===== src/dlmc_pkg.sv =====
// Operation
// - column bits zero and one never sent
// - controller zeroes column bits two, three on writes
// - write start aligned to burst size
// - write beats run sequentially from zero
// - read code maps latency, precharge delay
// - inversion on uses second read mapping
// - table zero maps write latency set one
// - table one maps write latency set two
// - bit six selects write table
// - bit seven holds write leveling state
// - only clearing write allowed while leveling
// - commands reach write-selected set point copy
// - device runs from active set point copy
// - codes must match clock frequency band; not checked, the host only reports the band in status
// - long read bursts add eight precharge clocks
// - inversion bit picks read mapping
// - write recovery delays auto precharge
package dlmc_pkg;
  localparam logic [5:0] MA_WREC = 6'h01;
  localparam logic [5:0] MA_LAT = 6'h02;
  localparam logic [5:0] MA_IO = 6'h03;
  localparam logic [5:0] MA_SP = 6'h0D;
  localparam int RD_CODE_LSB = 0;
  localparam int WR_CODE_LSB = 3;
  localparam int TABLE_SEL_BIT = 6;
  localparam int LEVEL_BIT = 7;
  localparam int INV_BIT = 6;
  localparam int WREC_LSB = 4;
  localparam int SP_WR_BIT = 6;
  localparam int SP_OP_BIT = 7;
  localparam logic [7:0] LAT_RESET = 8'h00;
  localparam logic [4:0] BEATS_16 = 5'h0F;
  localparam logic [4:0] BEATS_32 = 5'h1F;
  localparam logic [5:0] LONG_BURST_EXTRA = 6'h08;
  localparam logic [7:0] OFF_CMD = 8'h00;
  localparam logic [7:0] OFF_FREQ = 8'h04;
  localparam logic [7:0] OFF_STAT = 8'h08;
  localparam logic [7:0] OFF_RDATA = 8'h0C;
  localparam logic [11:0] FREQ_RESET = 12'h10A;

  typedef enum logic [1:0] {
    DLMC_MRW = 2'h0,
    DLMC_MRR = 2'h1,
    DLMC_WRITE = 2'h2,
    DLMC_READ = 2'h3
  } dlmc_cmd_t;

  typedef enum logic [1:0] {
    DLMC_IDLE = 2'h0,
    DLMC_LAT = 2'h1,
    DLMC_BURST = 2'h3,
    DLMC_RECOV = 2'h2
  } dlmc_state_t;

  function automatic logic [5:0] dlmc_read_lat(input logic [2:0] code, input logic inv);
    logic [5:0] r;
    r = 6'h06;
    unique case (code)
      3'h0: r = 6'h06;
      3'h1: r = inv ? 6'h0C : 6'h0A;
      3'h2: r = inv ? 6'h10 : 6'h0E;
      3'h3: r = inv ? 6'h16 : 6'h14;
      3'h4: r = inv ? 6'h1C : 6'h18;
      3'h5: r = inv ? 6'h20 : 6'h1C;
      3'h6: r = inv ? 6'h24 : 6'h20;
      3'h7: r = inv ? 6'h28 : 6'h24;
    endcase
    return r;
  endfunction : dlmc_read_lat

  function automatic logic [5:0] dlmc_write_lat(input logic [2:0] code, input logic sel);
    logic [5:0] r;
    r = 6'h04;
    unique case (code)
      3'h0: r = 6'h04;
      3'h1: r = sel ? 6'h08 : 6'h06;
      3'h2: r = sel ? 6'h0C : 6'h08;
      3'h3: r = sel ? 6'h12 : 6'h0A;
      3'h4: r = sel ? 6'h16 : 6'h0C;
      3'h5: r = sel ? 6'h1A : 6'h0E;
      3'h6: r = sel ? 6'h1E : 6'h10;
      3'h7: r = sel ? 6'h22 : 6'h12;
    endcase
    return r;
  endfunction : dlmc_write_lat

  function automatic logic [5:0] dlmc_rtp(input logic [2:0] code);
    logic [5:0] r;
    r = 6'h08;
    if (code[2]) begin
      r = {3'h0, code[1:0], 1'b0} + 6'h0A;
    end
    return r;
  endfunction : dlmc_rtp

  function automatic logic [5:0] dlmc_wrec(input logic [2:0] code);
    logic [5:0] r;
    r = 6'h06;
    unique case (code)
      3'h0: r = 6'h06;
      3'h1: r = 6'h0A;
      3'h2: r = 6'h10;
      3'h3: r = 6'h14;
      3'h4: r = 6'h18;
      3'h5: r = 6'h1E;
      3'h6: r = 6'h22;
      3'h7: r = 6'h28;
    endcase
    return r;
  endfunction : dlmc_wrec

  // band index 0..7; lower edge exclusive, upper inclusive
  function automatic logic [2:0] dlmc_band(input logic [11:0] mhz);
    logic [2:0] b;
    b = 3'h7;
    if (mhz <= 12'h10A) b = 3'h0;
    else if (mhz <= 12'h215) b = 3'h1;
    else if (mhz <= 12'h320) b = 3'h2;
    else if (mhz <= 12'h42A) b = 3'h3;
    else if (mhz <= 12'h535) b = 3'h4;
    else if (mhz <= 12'h640) b = 3'h5;
    else if (mhz <= 12'h74A) b = 3'h6;
    return b;
  endfunction : dlmc_band
endpackage : dlmc_pkg


===== src/dlmc_link_if.sv =====
`timescale 1ns/1ps
interface dlmc_link_if;
  logic cmd_valid;
  dlmc_pkg::dlmc_cmd_t cmd_kind;
  logic [5:0] cmd_ma;
  logic [7:0] cmd_op;
  // column C9..C2; the two lowest bits are implied zero
  logic [7:0] cmd_col;
  logic cmd_bl32;
  logic cmd_ap;
  logic rsp_valid;
  logic [7:0] rsp_data;

  modport dev (
    input cmd_valid, cmd_kind, cmd_ma, cmd_op, cmd_col, cmd_bl32, cmd_ap,
    output rsp_valid, rsp_data
  );
  modport ctrl (
    output cmd_valid, cmd_kind, cmd_ma, cmd_op, cmd_col, cmd_bl32, cmd_ap,
    input rsp_valid, rsp_data
  );
endinterface : dlmc_link_if


===== src/dlmc_device.sv =====
// Decided for this implementation: the strobed register port.
`timescale 1ns/1ps
module dlmc_device (
  input wire logic i_clk,
  input wire logic i_sys_rst,
  dlmc_link_if.dev link,
  output logic [5:0] o_read_latency,
  output logic [5:0] o_write_latency,
  output logic [5:0] o_rtp_cycles,
  output logic [5:0] o_wrec_cycles,
  output logic o_write_leveling,
  output logic o_busy,
  output logic o_beat_valid,
  output logic o_beat_write,
  output logic [4:0] o_beat_index,
  output logic o_precharge
);
  logic [7:0] lat_reg [0:1];
  logic inv_reg [0:1];
  logic [2:0] wrec_reg [0:1];
  logic sp_wr_reg;
  logic sp_op_reg;
  logic wl_reg;
  logic rsp_valid_reg;
  logic [7:0] rsp_data_reg;
  dlmc_pkg::dlmc_state_t state_reg;
  logic [5:0] cnt_reg;
  logic is_wr_reg;
  logic bl32_reg;
  logic ap_reg;
  logic [4:0] beat_reg;
  logic beat_valid_reg;
  logic pre_reg;
  logic [5:0] rl_reg;
  logic [5:0] wlat_reg;
  logic [5:0] rtp_reg;
  logic [5:0] wrec_cyc_reg;
  logic [7:0] act_lat;
  logic take;
  logic is_mrw;
  logic lvl_clear;

  assign is_mrw = link.cmd_valid && (link.cmd_kind == dlmc_pkg::DLMC_MRW);
  assign lvl_clear = is_mrw && (link.cmd_ma == dlmc_pkg::MA_LAT);
  assign take = link.cmd_valid && (!wl_reg || lvl_clear);
  assign act_lat = lat_reg[sp_op_reg];

  always_ff @(posedge i_clk) begin
    if (i_sys_rst) begin
      lat_reg[0] <= dlmc_pkg::LAT_RESET;
      lat_reg[1] <= dlmc_pkg::LAT_RESET;
      inv_reg[0] <= 1'b0;
      inv_reg[1] <= 1'b0;
      wrec_reg[0] <= 3'h0;
      wrec_reg[1] <= 3'h0;
    end else if (take && is_mrw) begin
      unique case (link.cmd_ma)
        dlmc_pkg::MA_LAT: lat_reg[sp_wr_reg] <= link.cmd_op;
        dlmc_pkg::MA_IO: inv_reg[sp_wr_reg] <= link.cmd_op[dlmc_pkg::INV_BIT];
        dlmc_pkg::MA_WREC: wrec_reg[sp_wr_reg] <= link.cmd_op[dlmc_pkg::WREC_LSB +: 3];
        default: ;
      endcase
    end
  end

  // set point control is a single copy
  always_ff @(posedge i_clk) begin
    if (i_sys_rst) begin
      sp_wr_reg <= 1'b0;
      sp_op_reg <= 1'b0;
    end else if (take && is_mrw && link.cmd_ma == dlmc_pkg::MA_SP) begin
      sp_wr_reg <= link.cmd_op[dlmc_pkg::SP_WR_BIT];
      sp_op_reg <= link.cmd_op[dlmc_pkg::SP_OP_BIT];
    end
  end

  always_ff @(posedge i_clk) begin
    if (i_sys_rst) begin
      wl_reg <= 1'b0;
    end else if (take && lvl_clear) begin
      wl_reg <= link.cmd_op[dlmc_pkg::LEVEL_BIT];
    end
  end

  always_ff @(posedge i_clk) begin
    if (i_sys_rst) begin
      rsp_valid_reg <= 1'b0;
      rsp_data_reg <= 8'h00;
    end else begin
      rsp_valid_reg <= take && link.cmd_kind == dlmc_pkg::DLMC_MRR;
      if (take && link.cmd_kind == dlmc_pkg::DLMC_MRR) begin
        unique case (link.cmd_ma)
          dlmc_pkg::MA_LAT: rsp_data_reg <= lat_reg[sp_wr_reg];
          dlmc_pkg::MA_IO: rsp_data_reg <= {1'b0, inv_reg[sp_wr_reg], 6'h00};
          dlmc_pkg::MA_WREC: rsp_data_reg <= {1'b0, wrec_reg[sp_wr_reg], 4'h0};
          dlmc_pkg::MA_SP: rsp_data_reg <= {sp_op_reg, sp_wr_reg, 6'h00};
          default: rsp_data_reg <= 8'h00;
        endcase
      end
    end
  end

  // timings follow the active copy every cycle
  always_ff @(posedge i_clk) begin
    if (i_sys_rst) begin
      rl_reg <= 6'h06;
      wlat_reg <= 6'h04;
      rtp_reg <= 6'h08;
      wrec_cyc_reg <= 6'h06;
    end else begin
      rl_reg <= dlmc_pkg::dlmc_read_lat(act_lat[dlmc_pkg::RD_CODE_LSB +: 3],
                                        inv_reg[sp_op_reg]);
      wlat_reg <= dlmc_pkg::dlmc_write_lat(act_lat[dlmc_pkg::WR_CODE_LSB +: 3],
                                           act_lat[dlmc_pkg::TABLE_SEL_BIT]);
      rtp_reg <= dlmc_pkg::dlmc_rtp(act_lat[dlmc_pkg::RD_CODE_LSB +: 3]);
      wrec_cyc_reg <= dlmc_pkg::dlmc_wrec(wrec_reg[sp_op_reg]);
    end
  end

  // bursts run one at a time; read and write commands arriving while busy are dropped
  always_ff @(posedge i_clk) begin
    if (i_sys_rst) begin
      state_reg <= dlmc_pkg::DLMC_IDLE;
      cnt_reg <= 6'h00;
      is_wr_reg <= 1'b0;
      bl32_reg <= 1'b0;
      ap_reg <= 1'b0;
      beat_reg <= 5'h00;
      beat_valid_reg <= 1'b0;
      pre_reg <= 1'b0;
    end else begin
      pre_reg <= 1'b0;
      beat_valid_reg <= 1'b0;
      unique case (state_reg)
        dlmc_pkg::DLMC_IDLE: begin
          if (take && (link.cmd_kind == dlmc_pkg::DLMC_WRITE ||
                       link.cmd_kind == dlmc_pkg::DLMC_READ)) begin
            is_wr_reg <= link.cmd_kind == dlmc_pkg::DLMC_WRITE;
            bl32_reg <= link.cmd_bl32;
            ap_reg <= link.cmd_ap;
            cnt_reg <= (link.cmd_kind == dlmc_pkg::DLMC_WRITE ? wlat_reg : rl_reg) - 6'h01;
            state_reg <= dlmc_pkg::DLMC_LAT;
          end
        end
        dlmc_pkg::DLMC_LAT: begin
          cnt_reg <= cnt_reg - 6'h01;
          if (cnt_reg == 6'h01) begin
            beat_reg <= 5'h00;
            beat_valid_reg <= 1'b1;
            state_reg <= dlmc_pkg::DLMC_BURST;
          end
        end
        dlmc_pkg::DLMC_BURST: begin
          if (beat_reg == (bl32_reg ? dlmc_pkg::BEATS_32 : dlmc_pkg::BEATS_16)) begin
            if (ap_reg) begin
              cnt_reg <= is_wr_reg ? wrec_cyc_reg :
                         rtp_reg + (bl32_reg ? dlmc_pkg::LONG_BURST_EXTRA : 6'h00);
              state_reg <= dlmc_pkg::DLMC_RECOV;
            end else begin
              state_reg <= dlmc_pkg::DLMC_IDLE;
            end
          end else begin
            beat_reg <= beat_reg + 5'h01;
            beat_valid_reg <= 1'b1;
          end
        end
        dlmc_pkg::DLMC_RECOV: begin
          cnt_reg <= cnt_reg - 6'h01;
          if (cnt_reg == 6'h01) begin
            pre_reg <= 1'b1;
            state_reg <= dlmc_pkg::DLMC_IDLE;
          end
        end
      endcase
    end
  end

  logic busy_reg;
  always_ff @(posedge i_clk) begin
    if (i_sys_rst) begin
      busy_reg <= 1'b0;
    end else begin
      busy_reg <= state_reg != dlmc_pkg::DLMC_IDLE;
    end
  end

  assign link.rsp_valid = rsp_valid_reg;
  assign link.rsp_data = rsp_data_reg;
  assign o_read_latency = rl_reg;
  assign o_write_latency = wlat_reg;
  assign o_rtp_cycles = rtp_reg;
  assign o_wrec_cycles = wrec_cyc_reg;
  assign o_write_leveling = wl_reg;
  assign o_busy = busy_reg;
  assign o_beat_valid = beat_valid_reg;
  assign o_beat_write = is_wr_reg;
  assign o_beat_index = beat_reg;
  assign o_precharge = pre_reg;
endmodule : dlmc_device


===== src/flat_wrapper.sv =====
// flat-port wrapper written by rule: the top's interface ports become plain ports
module dlmc_device_flat 
  (i_clk, i_sys_rst, o_read_latency, o_write_latency, o_rtp_cycles, o_wrec_cycles, o_write_leveling, o_busy, o_beat_valid, o_beat_write, o_beat_index, o_precharge, link_cmd_valid, link_cmd_kind, link_cmd_ma, link_cmd_op, link_cmd_col, link_cmd_bl32, link_cmd_ap, link_rsp_valid, link_rsp_data);
  dlmc_link_if link_i ();
  input wire logic i_clk;
  input wire logic i_sys_rst;
  output logic [5:0] o_read_latency;
  output logic [5:0] o_write_latency;
  output logic [5:0] o_rtp_cycles;
  output logic [5:0] o_wrec_cycles;
  output logic o_write_leveling;
  output logic o_busy;
  output logic o_beat_valid;
  output logic o_beat_write;
  output logic [4:0] o_beat_index;
  output logic o_precharge;
  input wire logic [$bits(link_i.cmd_valid)-1:0] link_cmd_valid;
  input wire logic [$bits(link_i.cmd_kind)-1:0] link_cmd_kind;
  input wire logic [$bits(link_i.cmd_ma)-1:0] link_cmd_ma;
  input wire logic [$bits(link_i.cmd_op)-1:0] link_cmd_op;
  input wire logic [$bits(link_i.cmd_col)-1:0] link_cmd_col;
  input wire logic [$bits(link_i.cmd_bl32)-1:0] link_cmd_bl32;
  input wire logic [$bits(link_i.cmd_ap)-1:0] link_cmd_ap;
  output wire logic [$bits(link_i.rsp_valid)-1:0] link_rsp_valid;
  output wire logic [$bits(link_i.rsp_data)-1:0] link_rsp_data;
  assign link_i.cmd_valid = link_cmd_valid;
  assign link_i.cmd_kind = link_cmd_kind;
  assign link_i.cmd_ma = link_cmd_ma;
  assign link_i.cmd_op = link_cmd_op;
  assign link_i.cmd_col = link_cmd_col;
  assign link_i.cmd_bl32 = link_cmd_bl32;
  assign link_i.cmd_ap = link_cmd_ap;
  assign link_rsp_valid = link_i.rsp_valid;
  assign link_rsp_data = link_i.rsp_data;
  dlmc_device u_core (.i_clk(i_clk), .i_sys_rst(i_sys_rst), .link(link_i), .o_read_latency(o_read_latency), .o_write_latency(o_write_latency), .o_rtp_cycles(o_rtp_cycles), .o_wrec_cycles(o_wrec_cycles), .o_write_leveling(o_write_leveling), .o_busy(o_busy), .o_beat_valid(o_beat_valid), .o_beat_write(o_beat_write), .o_beat_index(o_beat_index), .o_precharge(o_precharge));
endmodule

===== config.mk =====
export PLATFORM = sky130hd
export DESIGN_NAME = dlmc_device_flat
export DESIGN_NICKNAME = d
export VERILOG_FILES = /design/src/dlmc_pkg.sv /design/src/dlmc_link_if.sv /design/src/dlmc_device.sv /design/src/flat_wrapper.sv
export SDC_FILE = /design/constraint.sdc
export NUM_CORES = 1
export LEC_CHECK = 0
export ABC_CLOCK_PERIOD_IN_PS = 2200
export BUFFER_PORTS_ARGS = -buffer_cell sky130_fd_sc_hd__buf_2
export CORE_MARGIN = 2
export CORE_UTILIZATION = 50
export DETAILED_ROUTE_END_ITERATION = 8
export PLACE_DENSITY = 0.76
export SLEW_MARGIN = 15
export SYNTH_ARGS = -nofsm -noshare
export SYNTH_HDL_FRONTEND = slang
export SYNTH_SLANG_ARGS = --single-unit

===== constraint.sdc =====
create_clock -name i_clk -period 2.2 [get_ports i_clk]
set_input_delay 0.44 -clock i_clk [delete_from_list [all_inputs] [get_ports i_clk]]
set_output_delay 0.44 -clock i_clk [all_outputs]
set_load 0.01 [all_outputs]

==> summary by stage <==
Synthesis
Among all flip-flop cells after synthesis, the most frequent one is sky130_fd_sc_hd__dfxtp_1. The post-synthesis area per instance is 9.73 um^2. The top-area cell type share of the netlist area is 26.6%. The cell taking the most area after synthesis is sky130_fd_sc_hd__dfxtp_1.

The unique cell type count in the Yosys netlist is 59. The number of synthesized register bits is 76. The share of the Yosys chip area taken by registers is 45.1%. In this run, synthesis inferred 24 flip-flops with an integrated enable. Synthesis produced 402 cells. After synthesis, the share of flip-flops with an asynchronous set or reset is 0%. By area the synthesized netlist is led by sky130_fd_sc_hd__dfxtp_1 27%, sky130_fd_sc_hd__edfxtp_1 18%, sky130_fd_sc_hd__mux2i_1 6.7%. The number of warnings issued by yosys is 0.

By instance count, the leading cell after synthesis is sky130_fd_sc_hd__dfxtp_1. The cell area after synthesis is 3910 um^2. In the synthesized netlist, the cells that appear most often are 52 x sky130_fd_sc_hd__dfxtp_1, 34 x sky130_fd_sc_hd__nor2_1, 28 x sky130_fd_sc_hd__nand2_1.

Placed design
Routability-driven placement finished with a final weighted congestion of 0.921. The detailed placer's ending HPWL is 6790 um. Before CTS, the worst setup slack after placement is -26.4 ps. Buffers placed on the I/O ports in this run total 58.

STA
The count of final setup violators is 0. For this run, the top clock speed supported by timing is 0.510 GHz. After routing, the total negative slack on setup checks comes to 0 ps. The final hold violation count is 0. The least setup slack across all paths after layout is 240 ps. The headroom to the max-slew limit is 67.9%. The max-slew violation count was 0. The share of the clock period used by the worst path is 89.1%. Setup repair after global routing left no endpoint under its margin. The clock arrives with 11.4 ps of skew.

At the pin with the least slew margin, the transition time is 470 ps. The smallest clock period supported by the final layout is computed as 1960 ps.

Layout
The flip-flop count of the largest register after layout is 16. The antenna cell count is 0. The final net count is 520.

The final-layout fill cell count is 650. In the final layout, the share of cells above drive strength 1 is 24.2%. For this run, the share of the core covered by cells in the final layout is 60.0%.

The area growth from synthesis to layout is 17.4%.

Setup path
STA puts the critical path data required time at 2490 ps. Data on the critical path arrives at its endpoint at 2240 ps. The largest fanout of any net on the critical path is 5. The setup path with the least slack is of type register to register. STA classifies the critical path startpoint as a register. The element type at the critical path end is a register.

Clocking
The clock buffer count from CTS is 9. The number of hold buffers added after CTS was 0. In this run, post-CTS repair resized a total of 0 instances. The clock tree buffer depth is 2. The number of post-CTS setup repair buffers is 0. The tree is rooted in a sky130_fd_sc_hd__clkbuf_8. The clock tree from TritonCTS is built.

The later pin in the worst-skew pair is clocked with a latency of 360 ps. The clock transition at the registers of the reported paths is 90 ps. Counting every sink on the clock net gives 76. The number of H-tree branching levels is 3.

Routing
The total via count after detailed routing is 3201. In this run the remaining antenna-violating nets after routing total 0. In the routed design, unresolved DRC markers number 0.

For this run, the detailed router's first-pass iteration total came to 5. In the routed layout, each cell is associated on average with a via count of 5.50. After detailed routing, the average wire length per cell comes to 15.6 um.

The detailed router's first-iteration violation count is 170. The aggregate routed wire length is 9070 um.

Floorplan
The effective utilization at floorplan is 51.1%. The die is 92.4 um wide. The floorplan has 32 rows. 72 I/O pins were placed. The area of the core is 7650 um^2. The overall die height is 92.4 um.

The die covers 8540 um^2.

Global routing
The global router's overall resource usage is 21.7%. The number of antenna violations at the first check in global routing is 0. The global-route wire length before repair is 14200 um. The remaining global-route overflow is 0. The pin count of the biggest net entering global routing is 30. The number of global-route vias before repair came to 2989.

Status
The flow ran to the end, and the final reports show no timing, DRC or antenna violations.

Min path
The worst min-delay path class is input pin to register.

Power and ir drop
Power spread over the standard cell area amounts to 788 nW/um^2. In this run the static leakage power is 1.91 nW. The worst-case IR drop observed on VDD is 470 uV.

Flow run
The number of max-cap violations is 0.
worst max-delay path: stages, from the launching register on:
cell and delay, ps:
sky130_fd_sc_hd__dfxtp_1 400, sky130_fd_sc_hd__ha_1 180, sky130_fd_sc_hd__and3_1 210, sky130_fd_sc_hd__a31oi_1 170, sky130_fd_sc_hd__or2_1 260, sky130_fd_sc_hd__or4_1 510
sky130_fd_sc_hd__a21oi_1 150
final cells by class:
cell class                 count  area, um^2  share of cell area (%)
tap                          102         128                    2.78
clock inverter                 7        72.6                    1.58
timing repair buffer          79         448                    9.76
clock buffer                   9         124                    2.70
multi-input combinational    291        1990                    43.3
inverter                      18        67.6                    1.47
sequential                    76        1760                    38.4
final timing paths:
path         slack (ps)                       to               startpoint  depth (start not counted)
max reg2reg         240        u_core.cnt_reg[4]   u_core.o_beat_index[0]                          6
min                 330          u_core.bl32_reg            link_cmd_bl32                          3
min reg2reg         450  u_core.link.rsp_data[0]  u_core.link.rsp_data[0]                          2
max                 240        u_core.cnt_reg[4]   u_core.o_beat_index[0]                          6
per-layer routing:
layer / up-vias / wire, um / global-route usage [%] / part of all wire, %
met4: 0 / 175 / 9.95 / 1.9
met3: 14 / 561 / 3.74 / 6.2
li1: 1581 / - / - / -
met1: 1501 / 4000 / 28.3 / 44
met5: - / 0 / 0 / 0
met2: 105 / 4330 / 35.1 / 48
per-stage QoR:
stage | area (um^2) | hold slack [ps] | power, mW | instances
finish | 4590 | 335 | 3.62 | 582
global route | 4590 | 335 | 3.80 | 582
CTS | 4590 | 320 | 3.62 | 582
detailed placement | 4390 | 440 | 2.55 | 566
global placement | 4390 | 434 | 2.53 | 566
floorplan | 3930 | 450 | 2.27 | 406
kinds of logic after synthesis:
group	count (synthesis)	synth area share (%)
AO/OA/AOI/OAI	77	12.8
other	1	0.0959
multiplexers	37	10.2
AND/OR/NAND/NOR	146	20.0
adder cells (fa/ha/maj)	16	5.12
flip-flops	76	45.1
buffers and inverters	39	4.48
XOR/XNOR	10	2.24
power breakdown:
| group | internal (mW) | total, mW | switching, mW |
|---|---|---|---|
| registers | 1.55 | 1.66 | 0.104 |
| logic | 0.373 | 0.880 | 0.506 |
| clock network | 0.527 | 1.08 | 0.553 |
cell usage in the layout (no fill, tap or decap), types with 2 or more instances in the layout:
cell type	instances
sky130_fd_sc_hd__edfxtp_1	24
sky130_fd_sc_hd__clkinv_2	2
sky130_fd_sc_hd__mux2_2	9
sky130_fd_sc_hd__buf_2	58
sky130_fd_sc_hd__nor3_1	10
sky130_fd_sc_hd__a221oi_1	4
sky130_fd_sc_hd__xor2_1	4
sky130_fd_sc_hd__a21oi_1	22
sky130_fd_sc_hd__o41ai_1	2
sky130_fd_sc_hd__inv_1	18
sky130_fd_sc_hd__and2_1	27
sky130_fd_sc_hd__nand2_1	28
sky130_fd_sc_hd__clkbuf_8	9
sky130_fd_sc_hd__and3_1	6
sky130_fd_sc_hd__nor3b_1	3
sky130_fd_sc_hd__nand2b_1	2
sky130_fd_sc_hd__or2_2	4
sky130_fd_sc_hd__a22o_1	4
sky130_fd_sc_hd__o22ai_1	3
sky130_fd_sc_hd__nor2_1	34
sky130_fd_sc_hd__xnor2_1	6
sky130_fd_sc_hd__a2111oi_0	2
sky130_fd_sc_hd__dfxtp_1	52
sky130_fd_sc_hd__a211oi_1	7
sky130_fd_sc_hd__nor4_1	2
sky130_fd_sc_hd__conb_1	5
sky130_fd_sc_hd__nor2b_1	5
sky130_fd_sc_hd__buf_4	21
sky130_fd_sc_hd__clkinvlp_4	2
sky130_fd_sc_hd__o21ai_0	18
sky130_fd_sc_hd__a31oi_1	3
sky130_fd_sc_hd__nand3_1	9
sky130_fd_sc_hd__mux2i_1	26
sky130_fd_sc_hd__and4_1	2
sky130_fd_sc_hd__or3_1	4
sky130_fd_sc_hd__inv_6	2
sky130_fd_sc_hd__ha_1	16
Note: power is estimated with default switching activity, not from simulation.
